$ cat config.mk
export PLATFORM = sky130hd
export DESIGN_NAME = sensor_register_page
export DESIGN_NICKNAME = d
export VERILOG_FILES = /design/src/hdl/adc_result_shadow.v /design/src/hdl/sensor_register_page.v
export VERILOG_INCLUDE_DIRS = /design/src /design/src/hdl
export SDC_FILE = /design/constraint.sdc
export NUM_CORES = 1
export LEC_CHECK = 0
export ABC_AREA = 1
export BUFFER_PORTS_ARGS = -buffer_cell sky130_fd_sc_hd__buf_2
export CAP_MARGIN = 20
export CORE_MARGIN = 4
export CORE_UTILIZATION = 40
export DETAILED_ROUTE_END_ITERATION = 7
export PLACE_DENSITY = 0.68
export SETUP_SLACK_MARGIN = 0.05
export SKIP_CTS_REPAIR_TIMING = 1
export SLEW_MARGIN = 15
export SYNTH_ARGS = -nofsm -noshare
export SYNTH_HDL_FRONTEND = slang
export SYNTH_SLANG_ARGS = --single-unit
$ cat constraint.sdc
create_clock -name clk_i -period 4.4 [get_ports clk_i]
set_clock_uncertainty 0.15 [all_clocks]
set_input_delay 0.44 -clock clk_i [delete_from_list [all_inputs] [get_ports clk_i]]
set_output_delay 0.44 -clock clk_i [all_outputs]
set_load 0.02 [all_outputs]
$ cat src/hdl/sensor_page_map.vh
`ifndef SENSOR_PAGE_MAP_VH
`define SENSOR_PAGE_MAP_VH
// Interface pages
`define PAGE_ADC 4'h0
`define PAGE_CTRL 4'h2
// Page 0 offsets
`define OFS_PRESSURE_LOW 8'h10
`define OFS_PRESSURE_HIGH 8'h11
`define OFS_TEMPERATURE_LOW 8'h14
`define OFS_TEMPERATURE_HIGH 8'h15
// Page 2 offsets
`define OFS_OUTPUT_LOW 8'h30
`define OFS_OUTPUT_HIGH 8'h31
`define OFS_OFFSET_TRIM 8'h4e
// Reset values
`define RST_BYTE 8'h00
`define RST_OUTPUT 12'h000
`define RST_TRIM 5'h00
`define RST_OUT_HIGH 4'h0
`define RST_UV 16'h0000
`define RST_POS_EN 1'b0
// Zero trim selects the negative pin
`define RST_NEG_EN 1'b1
// Offset trim fields
`define TRIM_MAG_MSB 3
`define TRIM_MAG_LSB 0
`define TRIM_POL_BIT 4
// Output value high register fields
`define OUT_HIGH_MSB 3
// Offset step, microvolts per code
`define OFFSET_STEP_UV 16'h0e42
`endif

$ cat src/hdl/adc_result_shadow.v
`timescale 1ns/100ps
`default_nettype none
`include "sensor_page_map.vh"

module adc_result_shadow (
   input wire clk_i,
   input wire resetn_i,
   input wire [15:0] live_i,
   input wire low_read_i,
   output wire [7:0] low_o,
   output wire [7:0] high_o
);

   reg [7:0] high_q;

   assign low_o = live_i[7:0];
   assign high_o = high_q;

   always @(posedge clk_i) begin
      if (!resetn_i) begin
         high_q <= `RST_BYTE;
      end else if (low_read_i) begin
         // Held until next low read, whatever conversions land meanwhile
         high_q <= live_i[15:8];
      end
   end

endmodule
`default_nettype wire

$ cat src/hdl/sensor_register_page.v
//
// Summary of operation
// - Four-bit code sets offset in 3.65 mV steps.
// - Bit four of trim selects polarity.
// - Low-byte read latches matching high byte.
// - Pressure high read returns shadow copy.
// - Temperature result uses same shadow scheme.
// - Pressure result: two read-only bytes, reset zero.
// - Temperature result: two read-only bytes, reset zero.
// - Twelve-bit output value split low byte/high nibble.
// - Output registers read-write, reset zero, reserved top.
// - ADC on page zero; trim, output on two.
//
`timescale 1ns/100ps
`default_nettype none
`include "sensor_page_map.vh"

module sensor_register_page (
   input wire clk_i,
   input wire resetn_i,
   input wire [3:0] page_i,
   input wire [7:0] offset_i,
   input wire wr_i,
   input wire rd_i,
   input wire [7:0] wdata_i,
   output wire [7:0] rdata_o,
   output wire hit_o,
   input wire [15:0] pressure_conversion_result_i,
   input wire [15:0] temperature_conversion_result_i,
   input wire conversion_valid_i,
   output wire [11:0] output_converter_value_o,
   output wire [3:0] offset_magnitude_code_o,
   output wire [15:0] offset_microvolts_o,
   output wire bridge_positive_input_pin_en_o,
   output wire bridge_negative_input_pin_en_o
);

   ////////////////////////////////////////////////////////////////////////
   // Decode

   function sel;
      input [3:0] pg;
      input [7:0] ofs;
      input [3:0] want_pg;
      input [7:0] want_ofs;
      begin
         sel = (pg == want_pg) && (ofs == want_ofs);
      end
   endfunction

   // One entry per register, page in the top nibble, offset below it
   localparam NUM_REGS = 7;
   localparam [12*NUM_REGS-1:0] REG_ADDR = {
      `PAGE_CTRL, `OFS_OFFSET_TRIM,
      `PAGE_CTRL, `OFS_OUTPUT_HIGH,
      `PAGE_CTRL, `OFS_OUTPUT_LOW,
      `PAGE_ADC, `OFS_TEMPERATURE_HIGH,
      `PAGE_ADC, `OFS_TEMPERATURE_LOW,
      `PAGE_ADC, `OFS_PRESSURE_HIGH,
      `PAGE_ADC, `OFS_PRESSURE_LOW
   };

   wire [NUM_REGS-1:0] hits;

   genvar r;
   generate
      for (r = 0; r < NUM_REGS; r = r + 1) begin : g_decode
         assign hits[r] = sel(page_i, offset_i,
            REG_ADDR[12*r+11:12*r+8], REG_ADDR[12*r+7:12*r]);
      end
   endgenerate

   wire hit_pl = hits[0];
   wire hit_ph = hits[1];
   wire hit_tl = hits[2];
   wire hit_th = hits[3];
   wire hit_ol = hits[4];
   wire hit_oh = hits[5];
   wire hit_tr = hits[6];

   assign hit_o = |hits;

   ////////////////////////////////////////////////////////////////////////
   // Live results, captured per conversion so reset reads zero

   reg [15:0] pressure_q;
   reg [15:0] temperature_q;

   always @(posedge clk_i) begin
      if (!resetn_i) begin
         pressure_q <= 16'h0000;
         temperature_q <= 16'h0000;
      end else if (conversion_valid_i) begin
         pressure_q <= pressure_conversion_result_i;
         temperature_q <= temperature_conversion_result_i;
      end
   end

   wire [7:0] p_low;
   wire [7:0] p_high;
   wire [7:0] t_low;
   wire [7:0] t_high;

   // Host must read low byte first to get a coherent pair
   adc_result_shadow u_pressure_shadow (
      .clk_i(clk_i),
      .resetn_i(resetn_i),
      .live_i(pressure_q),
      .low_read_i(rd_i & hit_pl),
      .low_o(p_low),
      .high_o(p_high)
   );

   adc_result_shadow u_temperature_shadow (
      .clk_i(clk_i),
      .resetn_i(resetn_i),
      .live_i(temperature_q),
      .low_read_i(rd_i & hit_tl),
      .low_o(t_low),
      .high_o(t_high)
   );

   ////////////////////////////////////////////////////////////////////////
   // Writable registers

   reg [7:0] out_low_q;
   reg [3:0] out_high_q;
   reg [4:0] trim_q;

   // Writes to read-only or unmapped locations raise no write enable and are lost
   wire out_low_wr = wr_i & hit_ol;
   wire out_high_wr = wr_i & hit_oh;
   wire trim_wr = wr_i & hit_tr;

   always @(posedge clk_i) begin
      if (!resetn_i) begin
         out_low_q <= `RST_BYTE;
      end else if (out_low_wr) begin
         out_low_q <= wdata_i;
      end
   end

   always @(posedge clk_i) begin
      if (!resetn_i) begin
         out_high_q <= `RST_OUT_HIGH;
      end else if (out_high_wr) begin
         // Reserved top nibble is dropped here and reads back as zero
         out_high_q <= wdata_i[`OUT_HIGH_MSB:0];
      end
   end

   always @(posedge clk_i) begin
      if (!resetn_i) begin
         trim_q <= `RST_TRIM;
      end else if (trim_wr) begin
         trim_q <= wdata_i[`TRIM_POL_BIT:0];
      end
   end

   assign output_converter_value_o = {out_high_q, out_low_q};

   ////////////////////////////////////////////////////////////////////////
   // Offset cancellation

   // Nominal only; the analog table rounds a few codes differently
   function [15:0] code_to_uv;
      input [3:0] code;
      begin
         // Widest product, fifteen steps, still fits sixteen bits
         code_to_uv = {12'h000, code} * `OFFSET_STEP_UV;
      end
   endfunction

   reg [15:0] uv_q;
   reg pos_en_q;
   reg neg_en_q;

   // Load on the trim write edge, so they never disagree with trim_q;
   // registered so decode glitches never reach the analog switch controls
   always @(posedge clk_i) begin
      if (!resetn_i) begin
         uv_q <= `RST_UV;
         pos_en_q <= `RST_POS_EN;
         neg_en_q <= `RST_NEG_EN;
      end else if (trim_wr) begin
         uv_q <= code_to_uv(wdata_i[`TRIM_MAG_MSB:`TRIM_MAG_LSB]);
         pos_en_q <= wdata_i[`TRIM_POL_BIT];
         neg_en_q <= ~wdata_i[`TRIM_POL_BIT];
      end
   end

   assign offset_magnitude_code_o = trim_q[`TRIM_MAG_MSB:`TRIM_MAG_LSB];
   assign offset_microvolts_o = uv_q;
   assign bridge_positive_input_pin_en_o = pos_en_q;
   assign bridge_negative_input_pin_en_o = neg_en_q;

   ////////////////////////////////////////////////////////////////////////
   // Read data, registered one cycle after the read strobe

   reg [7:0] rd_d;
   reg [7:0] rdata_q;

   always @* begin
      rd_d = 8'h00;
      if (hit_pl) rd_d = p_low;
      if (hit_ph) rd_d = p_high;
      if (hit_tl) rd_d = t_low;
      if (hit_th) rd_d = t_high;
      if (hit_ol) rd_d = out_low_q;
      if (hit_oh) rd_d = {4'h0, out_high_q};
      if (hit_tr) rd_d = {3'h0, trim_q};
   end

   always @(posedge clk_i) begin
      if (!resetn_i) begin
         rdata_q <= `RST_BYTE;
      end else if (rd_i) begin
         rdata_q <= rd_d;
      end
   end

   assign rdata_o = rdata_q;

endmodule
`default_nettype wire

* After elaboration in Yosys (flattened, before gate mapping)
Index checks and enable logic that the tools add are counted.
** Word-level totals
- Register bits after elaboration :: 90
- Bits in latches :: 0
- Bits in writable memories :: 0
- Memory bits (read-only) :: 0
- Input port bits :: 57
- Output and inout bits :: 43
- Memories kept :: 0
** Cells by class
- Add/sub/neg operators :: 0
- $mul :: 1
- Div/mod/pow operators :: 0
- $lt $le $gt $ge :: 0
- Equality and inequality tests :: 8
- Shift operators :: 0
- Multiplexer cells :: 7
- Bitwise operators :: 6
- Reduce and logical (&&, ||, !) cells :: 9
** Operator list (count)
- 8-bit 2-to-1 mux :: 7
- 8-bit by 5-bit equality test with 1-bit output (second input constant) :: 4
- 8-bit by 6-bit equality test with 1-bit output (second input constant) :: 2
- 4-bit by 11-bit multiplier with 15-bit output (second input constant) :: 1
- 8-bit by 7-bit equality test with 1-bit output (second input constant) :: 1
- 1-bit logical AND :: 7
- 7-bit OR reduction :: 1
- 1-bit bitwise AND :: 5
- 4-bit by 2-bit equality test with 1-bit output (second input constant) :: 1
- 4-bit logical NOT :: 1
- 1-bit NOT :: 1

* Longest topological paths before layout
- Depth after elaboration :: 9
- Mapped depth :: 12

* Cells and area by module
From an unflattened synthesis, not the netlist that was laid out.
** Unflattened totals
- Cell total of the unflattened synthesis :: 583
- Area total of the unflattened synthesis :: 4131.5 µm²
** Modules (own cells, without submodules)
- sensor_register_page :: instances 1, cells an instance 465, area each 3298.2 µm²
- adc_result_shadow :: instances 2, cells an instance 59, area each 416.6 µm²

* Least setup slack after synthesis
Ideal clock, no wire load.
- Path type :: input-to-reg
- From :: input port wdata_i[1]
- To :: register uv_q[15] (netlist: offset_microvolts_o[15])
- Data arrival time :: 2.232 ns
- Data required time :: 4.130 ns
- Path slack :: 1.898 ns
- Stages :: 10
- Buffers on the path :: 0
- Cell sequence :: fa_1 ha_1 ha_1 a21oi_1 nand2_1 a21oi_1 nor2_1 nor2_1 xor2_1 a21oi_1
** Between the ends
- Longest elaborated chain between the ends :: 1
** RTL lines
- start: declaration :: RTL line sensor_register_page.v:25 : input wire [7:0] wdata_i,
- 4-bit by 11-bit multiplier with 15-bit output (no source line)
- end signal: assignment :: RTL line sensor_register_page.v:182 : uv_q <= `RST_UV;
- end signal: assignment :: RTL line sensor_register_page.v:186 : uv_q <= code_to_uv(wdata_i[`TRIM_MAG_MSB:`TRIM_MAG_LSB]);
- end: declaration :: RTL line sensor_register_page.v:174 : reg [15:0] uv_q;
No other way between the ends.
A chain may end at the register's enable or synchronous reset.

* Worst setup path in the final report
Ends and elaborated chain as after synthesis.

==> results.ini <==
[timing]
setup_viol = 0
tightestPinTransition_ns = 0.834
setup_tns_ns = 0
slew_headroom_pct = 44.1
max_freq_ghz = 0.414
drv_slew = 0
period_needed_ns = 2.41
period_share_pct = 54.9
rsz0062_at_grt = no
hold_viol = 0

[critical_path]
crit_type = input pin to register
cp_top_family = adder cells
reg2reg_from = u_pressure_shadow.high_o[2]
cp_cell_sequence = buf_2, fa_1, ha_1, ha_1, a21oi_1, nand2_1, a21oi_1, nor2_1, nor2_1, xor2_1, a21oi_1
worst_setup_path_start_kind = input pin
critPathArrivalTime_ns = 2.51
cp-startpoint = wdata_i[1]
cpMostUsedCell = a21oi_1
cpPeakStageDelay_ns = 0.49
path_buf_inv = 1
slowest_stage = fa_1
critical_path_required_ns = 4.50
crit_fanout = 7
end_kind = register

[die]
coreArea_mm2 = 0.00942
num_rows = 35
dieArea_mm2 = 0.0115
initial_core_util_pct = 41.7
die_y_um = 107
fp.dieW_um = 107
io_pins = 100

[place]
dp.cells = 734
dp_hpwl_um = 7940
gp_congestion = 0.863
port_buffers = 97

[hold_path]
hp-start = temperature_conversion_result_i[11]
hold_class = input pin to register

[clock_tree]
cts_max_path_buffers = 2
cts_max_level = 3
numCtsBuffers = 9
clk_pin_slew_ns = 0.09
root_buffer = clkbuf_8
clkSinkCount = 81
cts_tree = built
insertion_delay_ns = 0.36

[flow_run]
cap_violations = 0

[global_route]
grtUsageTotal_pct = 18.2
overflow = 0
grt_max_degree = 57
grt_pass1_vias = 3532
grt_pass1_wl_um = 16500
antenna_found_initial = 1

[power_and_ir_drop]
p_per_area_mw_per_mm2 = 338
leakagePower_nw = 2.14
ir_drop_mv = 0.180

[synth]
async_flop_share_pct = 0
netlist_area_mm2 = 0.00393
ys_ff_latch = 81
syn_avg_cell_area_um2 = 7.34
synth_edf_count = 0
synth_cell_type_count = 32
yosysWarnings = 0
synth_top_flop_cell = dfxtp_1
syn_inst = 535
synth-seq-area-share_pct = 41.3

[finish]
n_antenna_cell = 0
fin_nets = 689
area_delta_synth_final_pct = 19.0
final_layout_size_suffix_gt1_share_pct = 23.7
fillers = 946
fin_cells = 750

[run_status]
run_status = complete, no violations

[routing]
vias_per_cell = 4.86
wl_per_cell_um = 13.6
ant_nets = 0
routed_wl_um = 10200
vias = 3647
drt_first_pass_iters = 4
drc = 0
drtIter0Drc = 176

[where the power goes]
part	switching, mW	internal (mW)
Sequential	0.0108	0.753
Clock	0.280	0.394
Combinational	0.0871	0.0539
Total	0.378	1.20
[through the flow]
stage	total power, mW	hold slack [ns]	worst slack [ns]	area, um2	util (%)
6_report	1.58	0.146	1.99	4670	49.6
5_1_grt	1.65	0.153	1.81	4670	49.6
4_1_cts	1.60	0.134	2.00	4670	49.6
3_5_place_dp	0.923	0.301	1.61	4420	46.9
3_3_place_gp	0.918	0.299	1.65	4420	46.9
2_1_floorplan	0.868	0.284	1.90	3930	-
[worst paths after layout]
kind,endpoint,slack [ns],cells past startpoint
setup / recovery,offset_microvolts_o[15],1.99,11
setup reg to reg,rdata_o[2],3.14,6
hold reg to reg,u_pressure_shadow.high_o[5],0.31,2
hold / removal,temperature_q[11],0.15,3
[layout by cell type, fill, tap and decap left out, types with 5 or more instances in the layout]
master / count
dfxtp_1: 81
nor2_2: 5
buf_2: 97
nor3_1: 5
clkbuf_8: 10
nand3_1: 29
nor2_1: 96
nor2_4: 5
inv_2: 5
a21oi_1: 45
nand4_1: 8
inv_1: 49
nand2_1: 68
o21ai_0: 60
nand2_2: 8
ha_1: 13
a211oi_1: 6
[registers in the layout, indices dropped and copies added, names as in the netlist]
register / cells
u_pressure_shadow.high_o: 8
temperature_q: 16
bridge_negative_input_pin_en_o: 1
out_low_q: 8
u_temperature_shadow.high_o: 8
offset_microvolts_o: 7
trim_q: 5
out_high_q: 4
rdata_o: 8
pressure_q: 16
[worst min-delay path, delay by kind of cell]
| family | cells | cell delay, ns |
|---|---|---|
| simple gates | 2 | 0.11 |
| buf+inv | 1 | 0.07 |
[area by class of cell]
class,instances,area (um2),share of cell area [%]
clock inverter,6,115,2.46
tap,129,161,3.46
timing repair buffer,98,493,10.6
sequential,81,1620,34.7
multi-input combinational,370,1930,41.3
clock buffer,10,138,2.95
inverter,56,211,4.53
[Yosys cell counts, types with 8 or more instances]
cell type / n / area [um2]
a21oi_1: 45 / 225
buf_4: 11 / 82.6
clkbuf_1: 16 / 60.1
dfxtp_1: 81 / 1620
ha_1: 13 / 163
inv_1: 49 / 184
nand2_1: 68 / 255
nand2_2: 8 / 50.1
nand3_1: 29 / 145
nand4_1: 8 / 50.1
nor2_1: 96 / 360
o21ai_0: 60 / 300
[routing by layer]
metal | part of all wire (%) | GRT usage (%) | up-vias | wire (um)
li1 | - | - | 1896 | -
met1 | 43 | 22.5 | 1653 | 4430
met2 | 49 | 31.1 | 79 | 5050
met3 | 5.3 | 3.91 | 17 | 537
met4 | 1.9 | 6.94 | 2 | 197
met5 | 0.12 | 0 | - | 12
[cells by family (layout without fill, tap and decap cells)]
group / count (synthesis) / in the layout / share of synthesized area, %
flops: 81 / 81 / 41.3
fa+ha+maj: 16 / 16 / 5.67
compound gates: 118 / 118 / 15.9
simple gates: 231 / 231 / 26.8
buf+inv: 85 / 170 / 9.60
other cells: 1 / 2 / 0.0955
xor+xnor: 3 / 3 / 0.670
(Power assumes the default switching activity.)
